<file path="src/t16pm_defines.vh">
// Constants for the 16-bit pulse/PWM timer: register offsets, field positions,
// reset values and counter reload values. Included by t16pm_timer.v only.
`ifndef T16PM_DEFINES_VH
`define T16PM_DEFINES_VH

// Register byte offsets (APB, one word each)
`define T16PM_OFF_CTRL1     12'h000
`define T16PM_OFF_CTRL2     12'h004
`define T16PM_OFF_STATUS    12'h008
`define T16PM_OFF_COUNT     12'h00C
`define T16PM_OFF_CMP1_HI   12'h010
`define T16PM_OFF_CMP1_LO   12'h014
`define T16PM_OFF_CMP2_HI   12'h018
`define T16PM_OFF_CMP2_LO   12'h01C
`define T16PM_OFF_CAP1      12'h020
`define T16PM_OFF_CAP2      12'h024
`define T16PM_OFF_LAST      12'h024

// Control one fields
`define T16PM_C1_CAP_IE     7
`define T16PM_C1_CMP_IE     6
`define T16PM_C1_OVF_IE     5
`define T16PM_C1_FORCE2     4
`define T16PM_C1_FORCE1     3
`define T16PM_C1_LEVEL2     2
`define T16PM_C1_TRIG_EDGE  1
`define T16PM_C1_LEVEL1     0

// Control two fields
`define T16PM_C2_PIN1_EN    7
`define T16PM_C2_PIN2_EN    6
`define T16PM_C2_SINGLE     5
`define T16PM_C2_PWM        4
`define T16PM_C2_TICK_HI    3
`define T16PM_C2_TICK_LO    2
`define T16PM_C2_CAP2_EDGE  1
`define T16PM_C2_EXT_EDGE   0

// Status flag positions
`define T16PM_ST_CAP1       0
`define T16PM_ST_CAP2       1
`define T16PM_ST_CMP1       2
`define T16PM_ST_CMP2       3
`define T16PM_ST_OVF        4

// Tick select encodings
`define T16PM_TICK_DIV4     2'h0
`define T16PM_TICK_DIV2     2'h1
`define T16PM_TICK_DIV8     2'h2
`define T16PM_TICK_EXT      2'h3

// Reset, reload and top values
`define T16PM_CTRL_RESET    8'h00
`define T16PM_CMP_RESET     16'h8000
`define T16PM_CNT_RELOAD    16'hFFFC
`define T16PM_CNT_RESET     16'hFFFC
`define T16PM_CNT_TOP       16'hFFFF

`endif

</file>
<file path="src/t16pm_timer.v">
// 16-bit free-running timer with one-pulse and PWM modes, APB register slave.
// Assumes pin inputs are asynchronous; wait, halt and mask levels come from
// core logic on core_clk.
`include "t16pm_defines.vh"

module t16pm_timer (
    // Clock and reset
    input  wire        core_clk,
    input  wire        srst,
    // APB slave
    input  wire        psel,
    input  wire        penable,
    input  wire        pwrite,
    input  wire [11:0] paddr,
    input  wire [31:0] pwdata,
    output reg  [31:0] prdata,
    output wire        pready,
    output wire        pslverr,
    // Pins
    input  wire        trigger_capture_one_pin,
    input  wire        capture_two_pin,
    input  wire        external_tick_pin,
    output reg         compare_one_out_pin,
    output wire        compare_one_out_en,
    output reg         compare_two_out_pin,
    output wire        compare_two_out_en,
    // Processor power and interrupt state
    input  wire        cpu_irq_mask,
    input  wire        wait_state,
    input  wire        halt_state,
    output reg         irq_request,
    output reg         wake_from_wait
);

    // Prescaler taps: the free-running 3-bit count gives one tick every 2, 4
    // or 8 core cycles; the external setting never ticks from here
    function tick_due;
        input [1:0] sel;
        input [2:0] presc;
        begin
            case (sel)
                `T16PM_TICK_DIV2: tick_due = presc[0];
                `T16PM_TICK_DIV4: tick_due = &presc[1:0];
                `T16PM_TICK_DIV8: tick_due = &presc;
                default:          tick_due = 1'b0;
            endcase
        end
    endfunction

    // Word-aligned offsets inside the map only; anything else is refused
    // with pslverr and neither writes nor returns data
    function addr_hit;
        input [11:0] a;
        begin
            addr_hit = (a[1:0] == 2'h0) && (a <= `T16PM_OFF_LAST);
        end
    endfunction

    reg  [7:0]  ctrl1;
    reg  [7:0]  ctrl2;
    reg  [4:0]  flags;
    reg  [15:0] count;
    reg  [15:0] compare_one_value;
    reg  [15:0] compare_two_value;
    reg  [15:0] shadow_one;
    reg  [15:0] shadow_two;
    reg  [1:0]  hi_lock;
    reg  [15:0] capture_one_value;
    reg  [15:0] capture_two_value;
    reg  [2:0]  presc;
    reg  [1:0]  halt_arm;
    reg         halt_q;

    wire [2:0]  pin_rise;
    wire [2:0]  pin_fall;
    wire [2:0]  pin_raw = {external_tick_pin, capture_two_pin, trigger_capture_one_pin};

    // Three-stage synchronisers; a change counts once stages two and three agree
    // Edges come from the agreed level, so a glitch seen by one stage alone
    // never reaches the tick, trigger or capture logic
    genvar g;
    generate
        for (g = 0; g < 3; g = g + 1) begin : g_sync
            reg s1;
            reg s2;
            reg s3;
            reg stable;
            always @(posedge core_clk) begin
                if (srst) begin
                    s1     <= 1'b0;
                    s2     <= 1'b0;
                    s3     <= 1'b0;
                    stable <= 1'b0;
                end else begin
                    s1 <= pin_raw[g];
                    s2 <= s1;
                    s3 <= s2;
                    if (s2 == s3)
                        stable <= s3;
                end
            end
            assign pin_rise[g] = s2 & s3 & ~stable;
            assign pin_fall[g] = ~s2 & ~s3 & stable;
        end
    endgenerate

    // PWM wins over one-pulse; with neither set the timer is plain capture
    // and compare
    wire pwm_mode    = ctrl2[`T16PM_C2_PWM];
    wire single_mode = ctrl2[`T16PM_C2_SINGLE] & ~pwm_mode;
    wire plain_mode  = ~pwm_mode & ~single_mode;
    wire [1:0] tick_select = ctrl2[`T16PM_C2_TICK_HI:`T16PM_C2_TICK_LO];
    wire level_one_bit = ctrl1[`T16PM_C1_LEVEL1];
    wire level_two_bit = ctrl1[`T16PM_C1_LEVEL2];
    wire levels_equal  = (level_one_bit == level_two_bit);

    // Timer tick: prescaled clock or selected external edge, none during halt
    wire ext_edge = ctrl2[`T16PM_C2_EXT_EDGE] ? pin_rise[2] : pin_fall[2];
    wire tick = ~halt_state & ((tick_select == `T16PM_TICK_EXT) ? ext_edge
                                                                : tick_due(tick_select, presc));

    // PWM compares against the shadows; other modes against the live values
    wire [15:0] act_one = pwm_mode ? shadow_one : compare_one_value;
    wire [15:0] act_two = pwm_mode ? shadow_two : compare_two_value;
    // A pending high byte inhibits ordinary compares, never the PWM ones
    wire match_one = tick & (count == act_one) & (pwm_mode | ~hi_lock[0]);
    wire match_two = tick & (count == act_two) & (pwm_mode | ~hi_lock[1]);

    wire trig_edge = ctrl1[`T16PM_C1_TRIG_EDGE] ? pin_rise[0] : pin_fall[0];
    wire cap2_edge = ctrl2[`T16PM_C2_CAP2_EDGE] ? pin_rise[1] : pin_fall[1];
    wire single_trig = single_mode & trig_edge & ~halt_state;
    wire pwm_end     = pwm_mode & match_two;
    // Interrupt wake-up from halt; a reset wake-up goes through srst instead
    wire halt_exit   = halt_q & ~halt_state;

    // Flag set conditions; PWM and one-pulse keep the compare flags quiet
    // where the mode owns the compare
    wire [4:0] flag_set;
    assign flag_set[`T16PM_ST_CAP1] = (~pwm_mode & trig_edge & ~halt_state)
                                    | pwm_end
                                    | (halt_exit & halt_arm[0]);
    assign flag_set[`T16PM_ST_CAP2] = (cap2_edge & ~halt_state) | (halt_exit & halt_arm[1]);
    assign flag_set[`T16PM_ST_CMP1] = match_one & plain_mode;
    assign flag_set[`T16PM_ST_CMP2] = match_two & ~pwm_mode;
    // No overflow on a reload cycle: the count never passes FFFF then.
    // A PWM period does pass FFFF after its reload, so overflow still fires.
    assign flag_set[`T16PM_ST_OVF]  = tick & (count == `T16PM_CNT_TOP) & ~pwm_end & ~single_trig;

    // APB
    wire apb_setup = psel & ~penable;
    wire apb_wr    = psel & penable & pwrite & addr_hit(paddr);
    wire [4:0] flag_clr = (apb_wr && paddr == `T16PM_OFF_STATUS) ? pwdata[4:0] : 5'h00;

    // Zero-wait slave: read data is latched in the setup cycle and stands
    // through the access phase, so a count read shows the setup-cycle value.
    // Masters that insert extra setup cycles simply reload it.
    assign pready  = 1'b1;
    assign pslverr = psel & penable & ~addr_hit(paddr);

    always @(posedge core_clk) begin
        if (srst) begin
            prdata <= 32'h0000_0000;
        end else if (apb_setup) begin
            case (paddr)
                `T16PM_OFF_CTRL1:   prdata <= {24'h000000, ctrl1};
                `T16PM_OFF_CTRL2:   prdata <= {24'h000000, ctrl2};
                `T16PM_OFF_STATUS:  prdata <= {27'h0000000, flags};
                `T16PM_OFF_COUNT:   prdata <= {16'h0000, count};
                `T16PM_OFF_CMP1_HI: prdata <= {24'h000000, compare_one_value[15:8]};
                `T16PM_OFF_CMP1_LO: prdata <= {24'h000000, compare_one_value[7:0]};
                `T16PM_OFF_CMP2_HI: prdata <= {24'h000000, compare_two_value[15:8]};
                `T16PM_OFF_CMP2_LO: prdata <= {24'h000000, compare_two_value[7:0]};
                `T16PM_OFF_CAP1:    prdata <= {16'h0000, capture_one_value};
                `T16PM_OFF_CAP2:    prdata <= {16'h0000, capture_two_value};
                default:            prdata <= 32'h0000_0000;
            endcase
        end
    end

    // Control and compare registers
    // A high-byte write leaves the word half old, half new; the lock keeps
    // that mixed value out of the shadows until the low byte follows
    always @(posedge core_clk) begin
        if (srst) begin
            ctrl1             <= `T16PM_CTRL_RESET;
            ctrl2             <= `T16PM_CTRL_RESET;
            compare_one_value <= `T16PM_CMP_RESET;
            compare_two_value <= `T16PM_CMP_RESET;
            hi_lock           <= 2'h0;
        end else if (apb_wr) begin
            case (paddr)
                `T16PM_OFF_CTRL1: ctrl1 <= pwdata[7:0];
                `T16PM_OFF_CTRL2: ctrl2 <= pwdata[7:0];
                `T16PM_OFF_CMP1_HI: begin
                    compare_one_value[15:8] <= pwdata[7:0];
                    hi_lock[0]              <= 1'b1;
                end
                `T16PM_OFF_CMP1_LO: begin
                    compare_one_value[7:0] <= pwdata[7:0];
                    hi_lock[0]             <= 1'b0;
                end
                `T16PM_OFF_CMP2_HI: begin
                    compare_two_value[15:8] <= pwdata[7:0];
                    hi_lock[1]              <= 1'b1;
                end
                `T16PM_OFF_CMP2_LO: begin
                    compare_two_value[7:0] <= pwdata[7:0];
                    hi_lock[1]             <= 1'b0;
                end
                default: ;
            endcase
        end
    end

    // Shadows track the live values outside PWM, so entering PWM starts clean
    always @(posedge core_clk) begin
        if (srst) begin
            shadow_one <= `T16PM_CMP_RESET;
            shadow_two <= `T16PM_CMP_RESET;
        end else begin
            if ((~pwm_mode | pwm_end) & ~hi_lock[0])
                shadow_one <= compare_one_value;
            if ((~pwm_mode | pwm_end) & ~hi_lock[1])
                shadow_two <= compare_two_value;
        end
    end

    // Prescaler and counter; both hold still in halt
    // A reload in the same cycle as a tick wins, so every new period starts
    // exactly at the reload value
    always @(posedge core_clk) begin
        if (srst) begin
            presc  <= 3'h0;
            count  <= `T16PM_CNT_RESET;
            halt_q <= 1'b0;
        end else begin
            halt_q <= halt_state;
            if (!halt_state)
                presc <= presc + 3'h1;
            if (single_trig)
                count <= `T16PM_CNT_RELOAD;
            else if (pwm_end)
                count <= `T16PM_CNT_RELOAD;
            else if (tick)
                count <= count + 16'h0001;
        end
    end

    // Capture registers and halt arming
    // In halt an edge only arms; the capture waits for the exit so that it
    // holds the count present when the timer wakes
    always @(posedge core_clk) begin
        if (srst) begin
            capture_one_value <= 16'h0000;
            capture_two_value <= 16'h0000;
            halt_arm          <= 2'h0;
        end else begin
            if (halt_exit) begin
                halt_arm <= 2'h0;
                if (halt_arm[0])
                    capture_one_value <= count;
                if (halt_arm[1])
                    capture_two_value <= count;
            end else if (halt_state) begin
                // Pin one is not a capture input in PWM mode
                if (trig_edge & ~pwm_mode)
                    halt_arm[0] <= 1'b1;
                if (cap2_edge)
                    halt_arm[1] <= 1'b1;
            end else begin
                if (trig_edge & ~pwm_mode)
                    capture_one_value <= count;
                if (cap2_edge)
                    capture_two_value <= count;
            end
        end
    end

    // Status flags; a hardware set wins over a software clear in the same cycle
    // so an event landing on the clear write is never lost
    always @(posedge core_clk) begin
        if (srst)
            flags <= 5'h00;
        else
            flags <= (flags & ~flag_clr) | flag_set;
    end

    // Compare one output pin
    // In PWM and one-pulse modes equal levels win over every event, so the pin holds one constant level
    // while the mode keeps running underneath
    always @(posedge core_clk) begin
        if (srst) begin
            compare_one_out_pin <= 1'b0;
        end else if (pwm_mode) begin
            if (levels_equal)
                compare_one_out_pin <= level_one_bit;
            else if (pwm_end)
                compare_one_out_pin <= level_two_bit;
            else if (match_one)
                compare_one_out_pin <= level_one_bit;
        end else if (single_mode) begin
            if (levels_equal)
                compare_one_out_pin <= level_one_bit;
            else if (single_trig)
                compare_one_out_pin <= level_two_bit;
            else if (match_one)
                compare_one_out_pin <= level_one_bit;
        end else if (match_one | ctrl1[`T16PM_C1_FORCE1]) begin
            compare_one_out_pin <= level_one_bit;
        end
    end

    // Compare two output pin: only ordinary output compare drives it
    // Its level bit belongs to pin one in the pulse modes, so the pin stays put
    always @(posedge core_clk) begin
        if (srst)
            compare_two_out_pin <= 1'b0;
        else if (plain_mode & (match_two | ctrl1[`T16PM_C1_FORCE2]))
            compare_two_out_pin <= level_two_bit;
    end

    assign compare_one_out_en = ctrl2[`T16PM_C2_PIN1_EN];
    assign compare_two_out_en = ctrl2[`T16PM_C2_PIN2_EN];

    // Shared interrupt request; wake only from wait, never from halt
    // Registered so the request follows the flags one cycle later and never
    // glitches when several events arrive together
    wire cap_req = (flags[`T16PM_ST_CAP1] | flags[`T16PM_ST_CAP2]) & ctrl1[`T16PM_C1_CAP_IE];
    wire cmp_req = (flags[`T16PM_ST_CMP1] | flags[`T16PM_ST_CMP2]) & ctrl1[`T16PM_C1_CMP_IE];
    wire ovf_req = flags[`T16PM_ST_OVF] & ctrl1[`T16PM_C1_OVF_IE];
    wire next_irq = (cap_req | cmp_req | ovf_req) & ~cpu_irq_mask;

    always @(posedge core_clk) begin
        if (srst) begin
            irq_request    <= 1'b0;
            wake_from_wait <= 1'b0;
        end else begin
            irq_request    <= next_irq;
            wake_from_wait <= next_irq & wait_state;
        end
    end

endmodule // t16pm_timer

</file>
<file path="config.mk">
export PLATFORM = sky130hd
export DESIGN_NAME = t16pm_timer
export DESIGN_NICKNAME = d
export VERILOG_FILES = /design/src/t16pm_timer.v
export VERILOG_INCLUDE_DIRS = /design/src /design/src/src
export SDC_FILE = /design/constraint.sdc
export NUM_CORES = 1
export LEC_CHECK = 0
export BUFFER_PORTS_ARGS = -buffer_cell sky130_fd_sc_hd__buf_2
export CELL_PAD_IN_SITES_DETAIL_PLACEMENT = 1
export CELL_PAD_IN_SITES_GLOBAL_PLACEMENT = 2
export CORE_ASPECT_RATIO = 1.2
export CORE_UTILIZATION = 39
export DETAILED_ROUTE_END_ITERATION = 10
export HOLD_SLACK_MARGIN = 0.15
export PLACE_DENSITY_LB_ADDON = 0.1
export SLEW_MARGIN = 20
export SYNTH_ARGS = -nofsm -noshare
export SYNTH_HDL_FRONTEND = slang
export SYNTH_SLANG_ARGS = --single-unit
</file>
<file path="constraint.sdc">
create_clock -name core_clk -period 4 [get_ports core_clk]
set_input_delay 0.8 -clock core_clk [delete_from_list [all_inputs] [get_ports core_clk]]
set_output_delay 0.8 -clock core_clk [all_outputs]
set_load 0.01 [all_outputs]
</file>
==> impl_metrics.tcl <==
set metrics [dict create \
    outcome "completed" \
    holdBufCountCts 0 \
    p_switching_uw 882 \
    cts_setup_buffers 0 \
    io_pins 95 \
    fillers 2406 \
    dr_total_vias 6830 \
    timing.hold.ws_ns 0.445 \
    core_region_area_mm2 0.0204 \
    drtPass1Iterations 5 \
    die_x_um 134 \
    rsz0062_at_grt "no" \
    area_growth_syn_to_layout_pct 12.6 \
    synth_seq_cells 173 \
    finalHoldViolations 0 \
    setup_viol 0 \
    ff_latch_area_mm2 0.00346 \
    drive_above_1_share 0.131 \
    viasPerCell 5.61 \
    layout_commonest_cell "dfxtp_1" \
    pwr-share-comb 0.043 \
    ys_warn_count 0 \
    path_max_fanout 13 \
    final_util 0.451 \
    synth_area_mm2 0.00816 \
    cts_root_buffer "clkbuf_16" \
    synth_cell_type_count 57 \
    cts_buffer_depth 2 \
    path_class "reg2reg" \
    syn_inst 909 \
    peakVddDrop_mv 0.313 \
    synth.area.top_cells "dfxtp_1 42%, mux2i_1 15%, nor2_1 6.3%" \
    place_congestion 0.833 \
    drc 0 \
    cp-end-kind "flip-flop" \
    finalSetupTns_ns 0 \
    clock_latency_ns 0.44 \
    rows 57 \
    diodes 0 \
    maxSlewViolCount 0 \
    clkPwrFrac 0.465 \
    clkSinkCount 173 \
    fmax_ghz 0.337 \
    tightestPinTransition_ns 0.825 \
    synth_top_area_frac 0.424 \
    path_clk_slew_ns 0.07 \
    start_util 0.400 \
    multi_input_area_mm2 0.00428 \
    syn-mean-instance-area_um2 8.98 \
    final_cell_mix "172 x dfxtp_1, 135 x nor2_1, 121 x mux2i_1" \
    groute.usage.overall 0.250 \
    final_nets 1003 \
    die_y_um 160 \
    yosysSeqAreaShare 0.424 \
    synthFlopType "dfxtp_1" \
    total_power_uw 3560 \
    dieArea_mm2 0.0215 \
    cts_resized 0 \
    power.density_mw_per_mm2 387 \
    grt_pass1_vias 7127 \
    fin_area_mm2 0.00919 \
    wl_per_cell_um 21.5 \
    grt_max_degree 57 \
    hp-class "reg2reg" \
    maxCapViolCount 0 \
    place_hpwl_mm 18.5 \
    synth_edf_count 0 \
    detail_route.iter0.violations 514 \
    slew_headroom 0.448 \
    fin_crit_ns 2.97 \
    cts_tree "built" \
    fin_skew_ns 0.0121 \
    crit_arrival_ns 3.31 \
    p_int_uw 2680 \
    yosys.area.top_type "dfxtp_1" \
    final_antenna_net_count 0 \
    finalCritPeriodShare 0.743 \
    async_reset_ff_frac 0 \
    power_leakage_uw 0.00330 \
    grt-ovfl-total 0 \
    dpl_cell_area_mm2 0.00862 \
    cts_buffers 17 \
    htreeDepth 4 \
    numPortBuffers 53 \
    wl_mm 26.2 \
    swShare 0.248 \
    sequentialPowerShare 0.493 \
    grt_antenna_before_repair 0 \
    crit_required_ns 4.34 \
    start_kind "flip-flop" \
    grt_pass1_wl_mm 40.8 \
]
worst paths after layout:
path                              startpoint                  end  slack (ns)  cells past startpoint
worst max-delay path                ctrl2[4]  compare_one_out_pin        1.03                     10
worst min-delay path            g_sync[2].s1         g_sync[2].s2        0.45                      1
worst max register to register      ctrl2[4]  compare_one_out_pin        1.03                     10
worst min register to register  g_sync[2].s1         g_sync[2].s2        0.45                      1
layout make-up:
type / count / area share
inverter: 20 / 0.00817
multi-input combinational: 650 / 0.465
timing repair buffer: 77 / 0.0514
tap: 265 / 0.0361
clock inverter: 14 / 0.0144
sequential: 173 / 0.377
clock buffer: 18 / 0.0478
through the flow:
stage | worst slack, ns | cells
finish | 1.03 | 1217
global placement | 0.934 | 1185
floorplan | 1.31 | 924
global route | 0.865 | 1217
CTS | 1.03 | 1217
detailed placement | 0.812 | 1185
Yosys cell counts (5+ instances only):
cell type,n
a211oi_1,18
xnor2_1,29
nor2_1,137
and2_1,5
xor2_1,15
a221oi_1,10
nand3_1,41
buf_4,17
mux2i_1,121
and3_1,10
dfxtp_1,173
nand4_1,7
buf_1,7
a22oi_1,6
inv_1,19
nand2_1,75
nor2b_1,11
a21oi_1,49
nor4_1,10
ha_1,9
nand2b_1,5
o21ai_0,13
buf_6,5
a222oi_1,18
clkbuf_1,43
buf_2,8
state kept, by name (all words and copies together) (netlist names), 2 cells and up:
| register | count |
|---|---|
| capture_one_value | 16 |
| capture_two_value | 16 |
| compare_one_value | 16 |
| compare_two_value | 16 |
| count | 16 |
| prdata | 16 |
| shadow_one | 16 |
| shadow_two | 16 |
| ctrl1 | 8 |
| ctrl2 | 8 |
| flags | 5 |
| g_sync.s1 | 3 |
| g_sync.s2 | 3 |
| g_sync.s3 | 3 |
| g_sync.stable | 3 |
| presc | 3 |
| halt_arm | 2 |
| hi_lock | 2 |
worst max-delay path: stages (launching register included):
cell and delay [ns]:
dfxtp_2 0.53, buf_4 0.31, mux2i_1 0.27, xnor2_1 0.09, nor4_1 0.38, nand2_1 0.21, nor3_4 0.38, buf_4 0.23
mux2i_1 0.20, a211oi_1 0.07, o32ai_1 0.22
power groups by stage:
stage	Combinational, uW	Sequential [uW]	Clock, uW
CTS	153	1750	1680
finish	152	1750	1650
floorplan	95.9	1790	0
global placement	148	1790	0
detailed placement	153	1790	0
global route	167	1760	1750
routing by layer:
layer / vias to the layer above / GRT usage / routed length (um)
met1: 3437 / 0.310 / 11300
met5: - / 0 / 0
li1: 3219 / - / -
met4: 0 / 0.0899 / 665
met3: 43 / 0.0354 / 850
met2: 131 / 0.439 / 13400
kinds of logic after synthesis:
| group | Yosys count | share of synthesized area |
|---|---|---|
| multiplexers | 121 | 0.148 |
| flip-flops | 173 | 0.424 |
| AND/OR/NAND/NOR | 320 | 0.181 |
| other | 2 | 0.000920 |
| XOR/XNOR | 44 | 0.0472 |
| AO/OA/AOI/OAI | 139 | 0.124 |
| adder cells (fa/ha/maj) | 9 | 0.0138 |
| buffers and inverters | 101 | 0.0602 |
(Power assumes the default switching activity.)
